--- config.mk ---
export PLATFORM = sky130hd
export DESIGN_NAME = eight_bit_transmit_counter
export DESIGN_NICKNAME = d
export VERILOG_FILES = /design/src/rtl/count_prescaler.v /design/src/rtl/eight_bit_transmit_counter.v
export VERILOG_INCLUDE_DIRS = /design/src /design/src/inc
export SDC_FILE = /design/constraint.sdc
export NUM_CORES = 1
export LEC_CHECK = 0
export BUFFER_PORTS_ARGS = -buffer_cell sky130_fd_sc_hd__buf_2
export CORE_MARGIN = 2
export CORE_UTILIZATION = 38
export DETAILED_ROUTE_END_ITERATION = 6
export PLACE_DENSITY_LB_ADDON = 0.05
export SLEW_MARGIN = 20
export SYNTH_ARGS = -nofsm -noshare
export SYNTH_HDL_FRONTEND = slang
export SYNTH_HIERARCHICAL = 1
export SYNTH_SLANG_ARGS = --single-unit
--- constraint.sdc ---
create_clock -name clk_sys_i -period 1.87 [get_ports clk_sys_i]
set_input_delay 0 -clock clk_sys_i [delete_from_list [all_inputs] [get_ports clk_sys_i]]
set_output_delay 0 -clock clk_sys_i [all_outputs]
set_load 0.01 [all_outputs]
--- src/inc/byte_counter_consts.vh ---
// Constants for the eight-bit transmit counter: register offsets, field positions,
// reset values and prescaler codes.
// Assumes inclusion by bare name from the design files; definitions only.
`ifndef BYTE_COUNTER_CONSTS_VH
`define BYTE_COUNTER_CONSTS_VH

// Register offsets on the plain register port
`define OFS_COUNTER8_CONTROL 8'h00
`define OFS_SHARED_TIMER_CONFIG 8'h01
`define OFS_LOW_LEVEL_HOLD 8'h04
`define OFS_HIGH_LEVEL_HOLD 8'h05
`define OFS_WIDE_COUNTER_LOW_HOLD 8'h06
`define OFS_IRQ_STATUS 8'h08
`define OFS_IRQ_MASK 8'h09
`define OFS_COUNT_VALUE 8'h0a

// Fields of counter8_control
`define CTL_ENABLE_BIT 7
`define CTL_SINGLE_PASS_BIT 6
`define CTL_TIMEOUT_BIT 5
`define CTL_PRESCALE_HI 4
`define CTL_PRESCALE_LO 3
`define CTL_CAPTURE_IE_BIT 2
`define CTL_TIMEOUT_IE_BIT 1

// Field of shared_timer_config
`define CFG_INIT_LEVEL_BIT 1

// Fields of the interrupt status and mask registers
`define IRQ_TIMEOUT_BIT 0

// Reset values
`define RST_CONTROL 8'h00
`define RST_CONFIG 8'h00
`define RST_HOLD 8'h00
`define RST_IRQ_MASK 8'h00

// Prescaler select codes
`define PRESCALE_DIV1 2'h0
`define PRESCALE_DIV2 2'h1
`define PRESCALE_DIV4 2'h2
`define PRESCALE_DIV8 2'h3

// Count value that marks the last step before zero
`define COUNT_LAST 8'h01

`endif

--- src/rtl/count_prescaler.v ---
// Prescaler: turns the system clock into a one-cycle count tick at 1/1, 1/2, 1/4 or 1/8.
// Assumes a synchronous select from the same clock domain; restarts while run_i is low.
`timescale 1ns/1ps
`include "byte_counter_consts.vh"

module count_prescaler #(
  parameter DIV_WIDTH = 3
) (
  // Clock and reset
  input wire clk_sys_i,
  input wire reset_i,
  // Control
  input wire run_i,
  input wire [1:0] prescale_select_i,
  // Tick
  output reg tick_o
);

  reg [DIV_WIDTH-1:0] div_q;
  reg tick_d;

  ////////////////////////////////////////////////////////////////////////////
  // Tick decode: a tick each time the low bits of the divider roll over
  always @* begin
    case (prescale_select_i)
      `PRESCALE_DIV1: tick_d = run_i;
      `PRESCALE_DIV2: tick_d = run_i & (div_q[0] == 1'b1);
      `PRESCALE_DIV4: tick_d = run_i & (div_q[1:0] == 2'h3);
      default: tick_d = run_i & (div_q[2:0] == 3'h7);
    endcase
  end

  // Free divider, held at zero when stopped so the first period is always full
  always @(posedge clk_sys_i or posedge reset_i) begin
    if (reset_i) begin
      div_q <= {DIV_WIDTH{1'b0}};
      tick_o <= 1'b0;
    end else begin
      tick_o <= tick_d;
      if (run_i) begin
        div_q <= div_q + {{(DIV_WIDTH-1){1'b0}}, 1'b1};
      end else begin
        div_q <= {DIV_WIDTH{1'b0}};
      end
    end
  end

endmodule // count_prescaler

--- src/rtl/eight_bit_transmit_counter.v ---
// Eight-bit down counter in transmit mode with two level hold registers and a toggling output.
// Assumes a register master on the same clock; reads answer one cycle after the strobe.
//
// Functional notes
// [RULE_01] Enabling the counter drives the toggle output to the initial level from the shared config.
// [RULE_02] At enable the count loads from the low hold when the initial level is 0, else from the high hold.
// [RULE_03] In single pass the counter runs to zero, halts, toggles the output once and sets the timeout flag.
// [RULE_04] A single-pass timeout interrupts only when the timeout interrupt enable bit is set.
// [RULE_05] In modulo-N the first terminal count toggles without interrupt and reloads by the new level.
// [RULE_06] In modulo-N the second terminal count toggles, sets the timeout flag and interrupts if enabled.
// [RULE_07] After each full modulo-N cycle the reload is again chosen by the level, until disabled.
// [RULE_08] Hold registers take writes at any time and act only at the next reload from them.
// [RULE_09] Software must not write a hold register in the cycle the counter reloads from it.
// [RULE_10] Software must never program an initial count of 1.
// [RULE_11] An initial count of zero wraps through FFH and FEH, giving a full 256-step count.
// [RULE_12] Control bit 2 enables the capture interrupt when 1 and resets to 0.
// [RULE_13] Control bits 4 and 3 pick the count rate as the clock over 1, 2, 4 or 8, resetting to 00.
// [RULE_14] Control bit 5 reads the timeout flag; writing 1 clears it, 0 does nothing, reset clears it.
// [RULE_15] Control bit 7 runs or stops the counter and bit 6 picks single pass or modulo-N; both reset to 0.
`timescale 1ns/1ps
`include "byte_counter_consts.vh"

module eight_bit_transmit_counter #(
  parameter ADDR_WIDTH = 8,
  parameter DATA_WIDTH = 8
) (
  // Clock and reset
  input wire clk_sys_i,
  input wire reset_i,
  // Register port
  input wire [ADDR_WIDTH-1:0] reg_addr_i,
  input wire [DATA_WIDTH-1:0] reg_wdata_i,
  input wire reg_write_i,
  input wire reg_read_i,
  output reg [DATA_WIDTH-1:0] reg_rdata_o,
  // Output pin and interrupt
  output reg toggle_output_o,
  output reg irq_o
);

  ////////////////////////////////////////////////////////////////////////////
  // Run states
  localparam [2:0] ST_IDLE = 3'b001;
  localparam [2:0] ST_FIRST = 3'b010;
  localparam [2:0] ST_SECOND = 3'b100;

  ////////////////////////////////////////////////////////////////////////////
  // Storage
  reg [2:0] state_q;
  reg [2:0] state_d;
  reg [7:0] byte_down_counter_q;
  reg [7:0] byte_down_counter_d;
  reg toggle_d;
  reg count_enable_bit_q;
  reg count_enable_bit_d;
  reg single_pass_q;
  reg timeout_flag_q;
  reg timeout_flag_d;
  reg [1:0] prescale_select_q;
  reg capture_ie_q;
  reg timeout_ie_q;
  reg init_level_q;
  reg [7:0] low_level_value_q;
  reg [7:0] high_level_value_q;
  reg [7:0] wide_low_value_q;
  reg irq_status_q;
  reg irq_status_d;
  reg irq_mask_q;
  reg [DATA_WIDTH-1:0] rdata_d;
  reg timeout_event;
  reg [7:0] reload_value;

  wire count_tick;
  wire wr_ctrl;
  wire wr_cfg;
  wire wr_low;
  wire wr_high;
  wire wr_wide;
  wire wr_irq_status;
  wire wr_irq_mask;
  wire start_req;
  wire running;
  wire new_level;

  ////////////////////////////////////////////////////////////////////////////
  // Write decode
  assign wr_ctrl = reg_write_i & (reg_addr_i == `OFS_COUNTER8_CONTROL);
  assign wr_cfg = reg_write_i & (reg_addr_i == `OFS_SHARED_TIMER_CONFIG);
  assign wr_low = reg_write_i & (reg_addr_i == `OFS_LOW_LEVEL_HOLD);
  assign wr_high = reg_write_i & (reg_addr_i == `OFS_HIGH_LEVEL_HOLD);
  assign wr_wide = reg_write_i & (reg_addr_i == `OFS_WIDE_COUNTER_LOW_HOLD);
  assign wr_irq_status = reg_write_i & (reg_addr_i == `OFS_IRQ_STATUS);
  assign wr_irq_mask = reg_write_i & (reg_addr_i == `OFS_IRQ_MASK);

  // Start only on a 0 to 1 of the enable bit; rewriting 1 while running does not restart
  assign start_req = wr_ctrl & reg_wdata_i[`CTL_ENABLE_BIT] & ~count_enable_bit_q; // RULE_15
  assign running = (state_q != ST_IDLE);
  // Level the output will have after a terminal count toggles it
  assign new_level = ~toggle_output_o;

  ////////////////////////////////////////////////////////////////////////////
  // Count rate from the prescaler
  count_prescaler #(
    .DIV_WIDTH(3)
  ) u_prescaler (
    .clk_sys_i(clk_sys_i),
    .reset_i(reset_i),
    .run_i(running),
    .prescale_select_i(prescale_select_q),
    .tick_o(count_tick)
  );

  ////////////////////////////////////////////////////////////////////////////
  // Counting sequence
  // The last step is taken from 1, so a loaded 0 first wraps through FFH: 256 steps.
  // A loaded 1 would give terminal count on the first tick with no count at all.
  always @* begin
    state_d = state_q;
    byte_down_counter_d = byte_down_counter_q;
    toggle_d = toggle_output_o;
    count_enable_bit_d = count_enable_bit_q;
    timeout_event = 1'b0;
    reload_value = new_level ? high_level_value_q : low_level_value_q;
    if (wr_ctrl & ~reg_wdata_i[`CTL_ENABLE_BIT]) begin
      // Stop: output keeps its level, count freezes
      state_d = ST_IDLE;
      count_enable_bit_d = 1'b0; // RULE_15
    end else if (start_req) begin
      count_enable_bit_d = 1'b1;
      state_d = ST_FIRST;
      toggle_d = init_level_q; // RULE_01
      byte_down_counter_d = init_level_q ? high_level_value_q : low_level_value_q; // RULE_02
    end else begin
      case (state_q)
        ST_IDLE: begin
          state_d = ST_IDLE;
        end
        ST_FIRST: begin
          if (count_tick) begin
            if (byte_down_counter_q == `COUNT_LAST) begin // RULE_10
              toggle_d = new_level;
              if (single_pass_q) begin
                // Single pass: halt and flag
                timeout_event = 1'b1; // RULE_03
                byte_down_counter_d = 8'h00;
                state_d = ST_IDLE;
                count_enable_bit_d = 1'b0;
              end else begin
                // Half cycle: no flag, reload by the level just reached
                byte_down_counter_d = reload_value; // RULE_05
                state_d = ST_SECOND;
              end
            end else begin
              byte_down_counter_d = byte_down_counter_q - 8'h01; // RULE_11
            end
          end
        end
        ST_SECOND: begin
          if (count_tick) begin
            if (byte_down_counter_q == `COUNT_LAST) begin
              toggle_d = new_level;
              timeout_event = 1'b1; // RULE_06
              byte_down_counter_d = reload_value; // RULE_07
              state_d = ST_FIRST;
            end else begin
              byte_down_counter_d = byte_down_counter_q - 8'h01; // RULE_11
            end
          end
        end
        default: begin
          state_d = ST_IDLE;
        end
      endcase
    end
  end

  // Sequence registers
  always @(posedge clk_sys_i or posedge reset_i) begin
    if (reset_i) begin
      state_q <= ST_IDLE;
      byte_down_counter_q <= 8'h00;
      toggle_output_o <= 1'b0;
      count_enable_bit_q <= 1'b0;
    end else begin
      state_q <= state_d;
      byte_down_counter_q <= byte_down_counter_d;
      toggle_output_o <= toggle_d;
      count_enable_bit_q <= count_enable_bit_d;
    end
  end

  ////////////////////////////////////////////////////////////////////////////
  // Timeout flag: a timeout in the same cycle as a clearing write wins
  always @* begin
    timeout_flag_d = timeout_flag_q;
    if (wr_ctrl & reg_wdata_i[`CTL_TIMEOUT_BIT]) begin
      timeout_flag_d = 1'b0; // RULE_14
    end
    if (timeout_event) begin
      timeout_flag_d = 1'b1; // RULE_03
    end
  end

  // Interrupt status: latched only when the timeout interrupt enable is set
  always @* begin
    irq_status_d = irq_status_q;
    if (wr_irq_status & reg_wdata_i[`IRQ_TIMEOUT_BIT]) begin
      irq_status_d = 1'b0;
    end
    if (timeout_event & timeout_ie_q) begin
      irq_status_d = 1'b1; // RULE_04
    end
  end

  ////////////////////////////////////////////////////////////////////////////
  // Control, config and hold registers
  // Hold writes never touch the live count; they matter at the next reload only
  always @(posedge clk_sys_i or posedge reset_i) begin
    if (reset_i) begin
      single_pass_q <= 1'b0;
      timeout_flag_q <= 1'b0;
      prescale_select_q <= `PRESCALE_DIV1;
      capture_ie_q <= 1'b0;
      timeout_ie_q <= 1'b0;
      init_level_q <= 1'b0;
      low_level_value_q <= `RST_HOLD;
      high_level_value_q <= `RST_HOLD;
      wide_low_value_q <= `RST_HOLD;
      irq_status_q <= 1'b0;
      irq_mask_q <= 1'b0;
    end else begin
      timeout_flag_q <= timeout_flag_d;
      irq_status_q <= irq_status_d;
      if (wr_ctrl) begin
        single_pass_q <= reg_wdata_i[`CTL_SINGLE_PASS_BIT]; // RULE_15
        prescale_select_q <= reg_wdata_i[`CTL_PRESCALE_HI:`CTL_PRESCALE_LO]; // RULE_13
        capture_ie_q <= reg_wdata_i[`CTL_CAPTURE_IE_BIT]; // RULE_12
        timeout_ie_q <= reg_wdata_i[`CTL_TIMEOUT_IE_BIT]; // RULE_04
      end
      if (wr_cfg) begin
        init_level_q <= reg_wdata_i[`CFG_INIT_LEVEL_BIT];
      end
      // A write colliding with a reload is taken, but the reload sees the old value
      if (wr_low) begin
        low_level_value_q <= reg_wdata_i; // RULE_08 RULE_09
      end
      if (wr_high) begin
        high_level_value_q <= reg_wdata_i; // RULE_08 RULE_09
      end
      if (wr_wide) begin
        wide_low_value_q <= reg_wdata_i;
      end
      if (wr_irq_mask) begin
        irq_mask_q <= reg_wdata_i[`IRQ_TIMEOUT_BIT];
      end
    end
  end

  ////////////////////////////////////////////////////////////////////////////
  // Read mux; unmapped offsets read as zero
  always @* begin
    rdata_d = {DATA_WIDTH{1'b0}};
    case (reg_addr_i)
      `OFS_COUNTER8_CONTROL: begin
        rdata_d[`CTL_ENABLE_BIT] = count_enable_bit_q;
        rdata_d[`CTL_SINGLE_PASS_BIT] = single_pass_q;
        rdata_d[`CTL_TIMEOUT_BIT] = timeout_flag_q; // RULE_14
        rdata_d[`CTL_PRESCALE_HI:`CTL_PRESCALE_LO] = prescale_select_q;
        rdata_d[`CTL_CAPTURE_IE_BIT] = capture_ie_q;
        rdata_d[`CTL_TIMEOUT_IE_BIT] = timeout_ie_q;
      end
      `OFS_SHARED_TIMER_CONFIG: begin
        rdata_d[`CFG_INIT_LEVEL_BIT] = init_level_q;
      end
      `OFS_LOW_LEVEL_HOLD: begin
        rdata_d[7:0] = low_level_value_q;
      end
      `OFS_HIGH_LEVEL_HOLD: begin
        rdata_d[7:0] = high_level_value_q;
      end
      `OFS_WIDE_COUNTER_LOW_HOLD: begin
        rdata_d[7:0] = wide_low_value_q;
      end
      `OFS_IRQ_STATUS: begin
        rdata_d[`IRQ_TIMEOUT_BIT] = irq_status_q;
      end
      `OFS_IRQ_MASK: begin
        rdata_d[`IRQ_TIMEOUT_BIT] = irq_mask_q;
      end
      `OFS_COUNT_VALUE: begin
        rdata_d[7:0] = byte_down_counter_q;
      end
      default: begin
        rdata_d = {DATA_WIDTH{1'b0}};
      end
    endcase
  end

  // Read data stands only in the cycle after the strobe, zero otherwise
  always @(posedge clk_sys_i or posedge reset_i) begin
    if (reset_i) begin
      reg_rdata_o <= {DATA_WIDTH{1'b0}};
    end else if (reg_read_i) begin
      reg_rdata_o <= rdata_d;
    end else begin
      reg_rdata_o <= {DATA_WIDTH{1'b0}};
    end
  end

  // Level interrupt from next-state values so it rises with the status bit itself
  always @(posedge clk_sys_i or posedge reset_i) begin
    if (reset_i) begin
      irq_o <= 1'b0;
    end else begin
      irq_o <= irq_status_d & ((wr_irq_mask) ? reg_wdata_i[`IRQ_TIMEOUT_BIT] : irq_mask_q); // RULE_06
    end
  end

endmodule // eight_bit_transmit_counter

==> metrics, run 1 <==
Final HPWL DP roughly 7.5 mm; fin util 50.66%; #FFs+latches synth 59; Post-synth EDFFs 0; ys async rst share 100.0%; sequential area share after synthesis a little over two fifths; row cnt 34; Worst Setup Path Type register to register; dominant cell type by area after synthesis dfrtp_1; Clock Pin Slew Worst Setup and Hold Paths 0.07 ns; Synth area leaders dfrtp_1 (43%), mux2_2 (12%), mux2i_1 (5.3%), ha_1 (2.6%), nor2b_1 (2.2%); chip width 98.41 um; Post-route DRC 0; initial core utilization 39.03%; Leak about 2.1 nW; most common cell in the netlist dfrtp_1; DP Cell Count just under 500; worst hold path class input port to register; total negative slack -0.3961 ns; n_diodes 0; Synthesized Nets between 300 and 400; FF-to-FF Start byte_down_counter_q[1]; worst min-delay path startpoint reg_addr_i[1]; post-synth top area share 42.85%; max cap viols 0; Cell Area, Synth 3387 um^2; antenna-violating nets left 0; Post-layout nets about 430; Crit path required time about 2.1 ns; Crit. End Element register; Synth top cells by count dfrtp_1 (58), mux2_2 (35), mux2i_1 (18), nand2_1 (15), nor2_1 (15); I/O pins 30; Synth Flop Type dfrtp_1; clock sinks 59; largest net degree at the start of global routing 28; Arr. time, crit path 2.15 ns; reg2reg end byte_down_counter_q[3]; peak supply drop 0.0003784 V; Via-to-Cell Ratio 5.544; P&R area growth vs syn 29.81%; drt wl/cell 19.22 um; failing checks setup timing; Clock Skew 0.008206 ns; reg2reg setup slack -0.06 ns; unique cell type count in the Yosys netlist 58; Syn Area/Cell 10.65 um^2; CTS Root Cell clkbuf_8; CTS tree yes; proportion of layout cells with a drive suffix above 1 39.07%; core area 8678 um^2; max-slew violations 0; Worst Setup Slack, final -0.05664 ns; die area 9685 um^2; CTS Buf Count 9; initial antenna violation count 1; port buffer count 29; Final Setup Violations 10; cells after synthesis ~320; first drt pass iteration count 4; yosys warns 6; Slew Limit Headroom between 60% and 70%; fill count 803; GRT Residual Overflow 0; f_max about 520 MHz; pwr/cell area between 600 and 700 nW/um^2; unrepaired setup endpoints after global routing yes; htree depth 3; GPL Wtd Cong 0.8683; gr usage total 21.36%; first-pass GRT wire length 15.90 mm; final worst-path cycle share 103.0%; Period minus WS final 1.927 ns; initial DRC count around 120; Worst R2R Path Depth 10; final hold vios 0; vias in the first global route 2896; Worst-Margin Slew 0.5532 ns; worst hold stages 3; die span in y 98.41 um; Min-Delay Endpoint reg_rdata_o[7]; vias between 2000 and 3000; final WL between 9 and 10 mm; Crit Path Max Fanout 3; CTS Buffer Depth 2; Clock Latency Late Sink 0.35 ns; total power draw 2.953 mW; run status finished, violations left; final std cells w/o fill 515; CP Launch Type register
worst max path at each step:
stage	startpoint	endpoint	slack, ns	cells past startpoint
floorplan	byte_down_counter_q[1]	toggle_output_o	-0.07	8
global placement	byte_down_counter_q[1]	byte_down_counter_q[0]	-0.10	7
detailed placement	byte_down_counter_q[1]	state_q[2]	-0.17	9
CTS	byte_down_counter_q[1]	byte_down_counter_q[5]	-0.08	8
global route	byte_down_counter_q[1]	byte_down_counter_q[4]	-0.16	10
finish	byte_down_counter_q[1]	byte_down_counter_q[3]	-0.06	10
cells by family (layout without fill, tap and decap cells):
group | after synthesis | count (layout) | synth area share [%]
AOI/OAI and AO/OA | 73 | 73 | 14.63
muxes | 53 | 53 | 16.96
buffers and inverters | 27 | 116 | 3.841
and+or+nand+nor | 97 | 97 | 17.84
adders and majority gates | 7 | 7 | 2.586
xor gates and xnor gates | 2 | 2 | 0.5173
DFF | 59 | 59 | 43.63
per-layer routing:
layer  part of all wire (%)  routed length (um)  global-route usage (%)  vias to the layer above
li1                       -                   -                       -                     1355
met1                     45                4496                   29.67                     1402
met2                     47                4666                   33.59                       81
met3                    5.5                 547                   3.475                       17
met4                    1.9                 187                   8.430                        0
met5                      0                   0                       0                        -
through the flow:
step	instance area, um^2	setup slack, ns	hold slack (ns)
2_1_floorplan	3390	-0.06630	-0.2339
3_3_place_gp	3955	-0.1019	-0.09971
3_5_place_dp	3955	-0.1700	-0.09802
4_1_cts	4370	-0.08126	0.001840
5_1_grt	4397	-0.1614	0.01464
6_report	4397	-0.05664	0.01031
final cells by class:
cell class              instances  area [um^2]  share of cell area, %
multi-input cells             232         1858                  42.26
flip-flops and latches         59         1478                  33.61
repair buffers                 88        656.9                  14.94
well taps                     108        135.1                  3.073
clock buffers                   9        123.9                  2.817
clock inverters                 7        100.1                  2.277
inverters                      12        45.04                  1.024
sequential cells by signal, summed over array words and instances (netlist names):
signal / flops
prescale_select_q: 2
init_level_q: 1
toggle_output_o: 1
u_prescaler/div_q: 3
low_level_value_q: 8
reg_rdata_o: 8
u_prescaler/tick_o: 1
timeout_flag_q: 1
single_pass_q: 1
irq_o: 1
irq_mask_q: 1
irq_status_q: 1
capture_ie_q: 1
high_level_value_q: 8
wide_low_value_q: 8
count_enable_bit_q: 1
byte_down_counter_q: 8
state_q: 3
timeout_ie_q: 1
critical path, cell delays in order, from the launching register on:
cell,delay [ns]
dfrtp_1,0.39
inv_2,0.08
ha_4,0.13
or4b_4,0.48
buf_6,0.14
nor2_4,0.07
buf_6,0.12
buf_6,0.10
o21ai_1,0.05
a21oi_1,0.12
o32ai_1,0.11
repair_timing:
action,CTS,global route
hold buffers,10,0
endpoints found under the setup margin,13,14
pin swaps,10,7
resized for setup,14,9
hold endpoints to repair,57,0
cloned,0,0
buffers inserted,4,0
power by group:
part,leakage [nW],internal (mW),switching [mW]
Combinational,1.14,0.122,0.145
Sequential,0.805,1.31,0.0435
Clock,0.114,0.761,0.569
Total,2.06,2.20,0.758
placed cells by master (no fill, tap or decap), types with 4 or more instances in the layout:
| cell type | Yosys | routed |
|---|---|---|
| nor2_1 | 15 | 13 |
| buf_4 | 2 | 42 |
| buf_2 | 5 | 29 |
| mux2_2 | 35 | 35 |
| buf_6 | 2 | 5 |
| ha_1 | 7 | 6 |
| o21ai_0 | 10 | 9 |
| nand2_1 | 15 | 13 |
| nor3_2 | 0 | 5 |
| clkbuf_8 | 0 | 9 |
| a21oi_1 | 12 | 12 |
| a32oi_1 | 4 | 4 |
| inv_1 | 12 | 10 |
| a22oi_1 | 4 | 4 |
| nor2b_1 | 12 | 12 |
| dlygate4sd3_1 | 0 | 10 |
| mux2i_1 | 18 | 18 |
| nor3_1 | 12 | 7 |
| a31oi_1 | 6 | 6 |
| nand3_1 | 7 | 7 |
| o22ai_1 | 10 | 10 |
| dfrtp_1 | 58 | 58 |
| a22o_1 | 5 | 5 |
| and3_1 | 5 | 5 |
| nand2b_1 | 4 | 4 |
(Power assumes the default switching activity.)
==> inputs of run 2 (changes only) <==
--- a/config.mk
+++ b/config.mk
@@ -7,6 +7,7 @@
 export NUM_CORES = 1
 export LEC_CHECK = 0
 export BUFFER_PORTS_ARGS = -buffer_cell sky130_fd_sc_hd__buf_2
+export CORE_ASPECT_RATIO = 1.25
 export CORE_MARGIN = 2
 export CORE_UTILIZATION = 38
 export DETAILED_ROUTE_END_ITERATION = 6
==> metrics, run 2 (same netlist as run 1, synthesis figures left out) <==
run status finished, violations left; failing checks setup timing; most frequent cells in the layout dfrtp_1 (58), buf_4 (47), mux2_2 (35), buf_2 (29), mux2i_1 (18); Design Area, Final around 4400 um^2; worst hold path class input port to register; vias in the first global route 2791; CTS Buffer Depth 2; peak supply drop 0.0004136 V; htree depth 3; max-slew violations 0; Post-layout nets 429; sequential fraction of design power about half; core area approximately 8700 um^2; Worst-Margin Slew around 0.57 ns; Slew Limit Headroom 62.20%; die area 9689 um^2; Worst Setup Slack, final -0.01279 ns; hold slack 0.05187 ns; unrepaired setup endpoints after global routing yes; P&R area growth vs syn 29.92%; Clock power frac around 42%; fin util approximately half; initial antenna violation count 0; final WL about 10 mm; internal power 2.054 mW; chip width 88.44 um; Arr. time, crit path between 2 and 2.5 ns; sw power 752.6 uW; area of placed instances just under 4000 um^2; row cnt 38; Crit Path Max Fanout 4; Final HPWL DP 7.436 mm; GRT Residual Overflow 0; pwr/cell area 637.8 nW/um^2; CP Launch Type register; proportion of layout cells with a drive suffix above 1 40.79%; total negative slack -0.01279 ns; CTS tree yes; final hold vios 0; final worst-path cycle share 100.7%; clock sinks 59; initial core utilization 39.14%; DP Cell Count 496; gr usage total 21.93%; I/O pins 30; first-pass GRT wire length approximately 16 mm; port buffer count 29; fill count roughly 820; CTS Root Cell clkbuf_8; Crit. End Element register; Via-to-Cell Ratio 5.433; Crit path required time 2.09 ns; GPL Wtd Cong 0.8747; total power draw 2.807 mW; first drt pass iteration count 4; CTS Buf Count 9; drt wl/cell 18.95 um; Worst Setup Path Type register to register; Period minus WS final 1.883 ns; initial DRC count 213; Clock Latency Late Sink 0.35 ns; largest net degree at the start of global routing 40; Clock Skew 0.01333 ns; Final Setup Violations 1; die span in y 109.6 um; Clock Pin Slew Worst Setup and Hold Paths 0.08 ns; antenna-violating nets left 0; switching part of the total between 20 and 30%; f_max 531.1 MHz; Leak 2.028 nW; final std cells w/o fill about 530; Setup WS pre-CTS -0.1858 ns; Post-route DRC 0; max cap viols 0; leading cell type in the layout, fill and taps excluded dfrtp_1; n_diodes 0; vias 2863; Gate power share 9.4%
run 2: cell type report:
class                           instances  area, um^2  area share (%)
Tap cell                              120       150.1           3.412
Inverter                               12       45.04           1.024
Clock inverter                          7       77.57           1.763
Sequential cell                        59        1478           33.58
Multi-Input combinational cell        233        1917           43.56
Timing Repair Buffer                   87       609.3           13.85
Clock buffer                            9       123.9           2.815
run 2: metal layers:
metal,wire [um],vias to the layer above,global-route usage (%)
met5,0,-,0
met1,4234,1397,28.25
met3,420,21,3.078
met4,331,0,10.17
met2,5000,84,36.20
li1,-,1361,-
run 2: repair_timing:
action	CTS	global route
hold endpoints to repair	73	0
setup buffers	2	2
hold buffers	10	0
pin swaps	7	11
resized for setup	12	16
gates cloned	1	0
setup endpoints to repair	13	13
run 2: worst paths after layout:
| check | from | endpoint | slack, ns | depth (start not counted) |
|---|---|---|---|---|
| max in group asynchronous | reset_i | low_level_value_q[7] | 0.91 | 5 |
| min in group asynchronous | reset_i | u_prescaler/div_q[1] | 0.10 | 3 |
| setup / recovery | byte_down_counter_q[1] | count_enable_bit_q | -0.01 | 7 |
| hold / removal | reg_addr_i[2] | init_level_q | 0.05 | 4 |
| setup reg to reg | byte_down_counter_q[1] | count_enable_bit_q | -0.01 | 7 |
| hold reg to reg | u_prescaler/div_q[0] | u_prescaler/div_q[0] | 0.48 | 1 |
run 2: power groups by stage:
| stage | combinational [mW] | clock (mW) | sequential (mW) |
|---|---|---|---|
| 6_report | 0.262 | 1.19 | 1.36 |
| 5_1_grt | 0.288 | 1.27 | 1.36 |
| 4_1_cts | 0.260 | 1.21 | 1.36 |
| 3_5_place_dp | 0.240 | 0 | 1.38 |
| 3_3_place_gp | 0.239 | 0 | 1.38 |
| 2_1_floorplan | 0.142 | 0 | 1.36 |
run 2: worst max-delay path: stages (launching register included):
cell	delay [ns]
dfrtp_1	0.39
inv_2	0.08
ha_4	0.13
or4b_4	0.49
or2_4	0.28
buf_4	0.16
nor4_4	0.14
a211oi_2	0.09
==> inputs of run 3 (changes only) <==
--- a/config.mk
+++ b/config.mk
@@ -12,6 +12,7 @@
 export CORE_UTILIZATION = 38
 export DETAILED_ROUTE_END_ITERATION = 6
 export PLACE_DENSITY_LB_ADDON = 0.05
+export RECOVER_POWER = 50
 export SLEW_MARGIN = 20
 export SYNTH_ARGS = -nofsm -noshare
 export SYNTH_HDL_FRONTEND = slang
==> metrics, run 3 (same netlist as run 1, synthesis figures left out) <==
n_diodes 0; Clock Skew 0.01292 ns; Post-layout nets 429; final worst-path cycle share 100.7%; Crit path required time 2.09 ns; first drt pass iteration count 4; proportion of layout cells with a drive suffix above 1 37.35%; P&R area growth vs syn 29.04%; reg2reg setup slack -0.01 ns; final hold vios 0; first-pass GRT wire length 15.59 mm; final std cells w/o fill 527; core area just under 9000 um^2; die area 9689 um^2; final WL 9.962 mm; run status finished, violations left; chip width 88.44 um; CTS Buffer Depth 2; Final Setup Violations 1; Design Area, Final 4370 um^2; vias 2874; peak supply drop between 0.0004 and 0.0005 V; Crit path max-delay family simple AND/OR/NAND/NOR gates; Via-to-Cell Ratio 5.454; GRT Residual Overflow 0; Crit Path Max Fanout 4; GPL Wtd Cong 0.8747; CTS Buf Count 9; Final HPWL DP ~7.4 mm; Setup WS pre-CTS -0.1858 ns; DP Cell Count 496; Worst-Margin Slew 1.023 ns; Worst Setup Path Type register to register; Crit. End Element register; Post-route DRC 0; sw power 753.5 uW; failing checks setup timing; initial antenna violation count 0; Slew Limit Headroom 31.78%; Gate power share 9.3%; Clock Pin Slew Worst Setup and Hold Paths 0.07 ns; sequential fraction of design power just under 50%; leading cell type in the layout, fill and taps excluded dfrtp_1; CTS tree yes; switching part of the total 26.86%; Clock Latency Late Sink 0.35 ns; Leak roughly 2 nW; Period minus WS final around 1.9 ns; unrepaired setup endpoints after global routing yes; clock sinks 59; I/O pins 30; initial core utilization 39.14%; die span in y 109.6 um; drt wl/cell 18.90 um; max cap viols 0; max-slew violations 0; row cnt 38; CTS Root Cell clkbuf_8; internal power 2.052 mW; hold slack 0.07774 ns; CP Launch Type register; worst-path cell chain inv_2, ha_4, or4b_4, or2_4, buf_4, nor4_4, a211oi_2; Worst Setup Slack, final -0.01358 ns; worst hold path class input port to async pin; crit-path max cell delay 0.49 ns; htree depth 3; antenna-violating nets left 0; initial DRC count 204; port buffer count 29; gr usage total 21.93%; area of placed instances 3930 um^2; most frequent cells in the layout dfrtp_1 (58), buf_4 (43), mux2_2 (35), buf_2 (19), mux2i_1 (18); worst path bufs/invs 2; largest net degree at the start of global routing 40; pwr/cell area 641.8 nW/um^2; Clock power frac between 40% and 50%; Crit-path slowest cell or4b_4; fin util 50.51%; f_max 530.9 MHz; vias in the first global route 2791; Arr. time, crit path 2.11 ns
==> run 3: cell types whose count changed in the layout (fill, tap and decap cells not counted) <==
| cell | change |
|---|---|
| clkbuf_1 | +12 |
| buf_2 | -10 |
| buf_4 | -4 |
| clkbuf_2 | +2 |
| clkinv_1 | +1 |
| inv_2 | -1 |
| nor3b_1 | +1 |
| nor3b_2 | -1 |
==> run 3: power by group through the flow <==
stage | combinational (mW) | sequential, mW | clock, mW
final | 0.260 | 1.36 | 1.19
after global routing | 0.285 | 1.36 | 1.27
after CTS | 0.260 | 1.36 | 1.21
after detailed placement | 0.240 | 1.38 | 0
after global placement | 0.239 | 1.38 | 0
after floorplan | 0.142 | 1.36 | 0
==> run 3: repair_timing <==
action	CTS	global route
setup endpoints to repair	13	13
resized for setup	12	16
endpoints found under the hold margin	73	0
hold buffers	10	0
setup buffers	2	2
pin swaps	7	11
gates cloned	1	0
==> run 3: worst paths after layout <==
kind                                         from              endpoint  cells past startpoint
setup reg to reg           byte_down_counter_q[1]    count_enable_bit_q                      7
max in group asynchronous                 reset_i  low_level_value_q[7]                      5
hold reg to reg              u_prescaler/div_q[0]  u_prescaler/div_q[0]                      1
min in group clk_sys_i              reg_addr_i[2]          init_level_q                      4
setup / recovery           byte_down_counter_q[1]    count_enable_bit_q                      7
hold / removal                            reset_i  u_prescaler/div_q[1]                      3
==> run 3: cell type report <==
cell class | instances | area (um^2)
clock inverter | 7 | 77.57
fill | 830 | 4283
inverter | 12 | 45.04
timing repair buffer | 87 | 584.3
clock buffer | 9 | 123.9
sequential | 59 | 1478
tap | 120 | 150.1
multi-input combinational | 233 | 1912
==> run 3: worst reg2reg max path: cells and delay by family, from the launching register on <==
kind / cells / cell delay, ns
simple gates: 3 / 0.92
buf+inv: 2 / 0.24
fa+ha+maj: 1 / 0.13
flops: 1 / 0.39
compound gates: 1 / 0.09
==> run 3: per-layer routing <==
| layer | up-vias | share of wire [%] | wire length, um | track usage [%] |
|---|---|---|---|---|
| met5 | - | 0 | 0 | 0 |
| met4 | 0 | 3.5 | 352 | 10.17 |
| met3 | 24 | 3.9 | 389 | 3.078 |
| met2 | 75 | 49 | 4902 | 36.20 |
| met1 | 1415 | 43 | 4317 | 28.25 |
| li1 | 1360 | - | - | - |
==> run 3: per-stage QoR <==
step	power [mW]	TNS [ns]
floorplan	1.502	-0.2441
global placement	1.620	-0.7207
detailed placement	1.620	-1.225
CTS	2.827	0
global route	2.911	-0.4943
finish	2.805	-0.01358
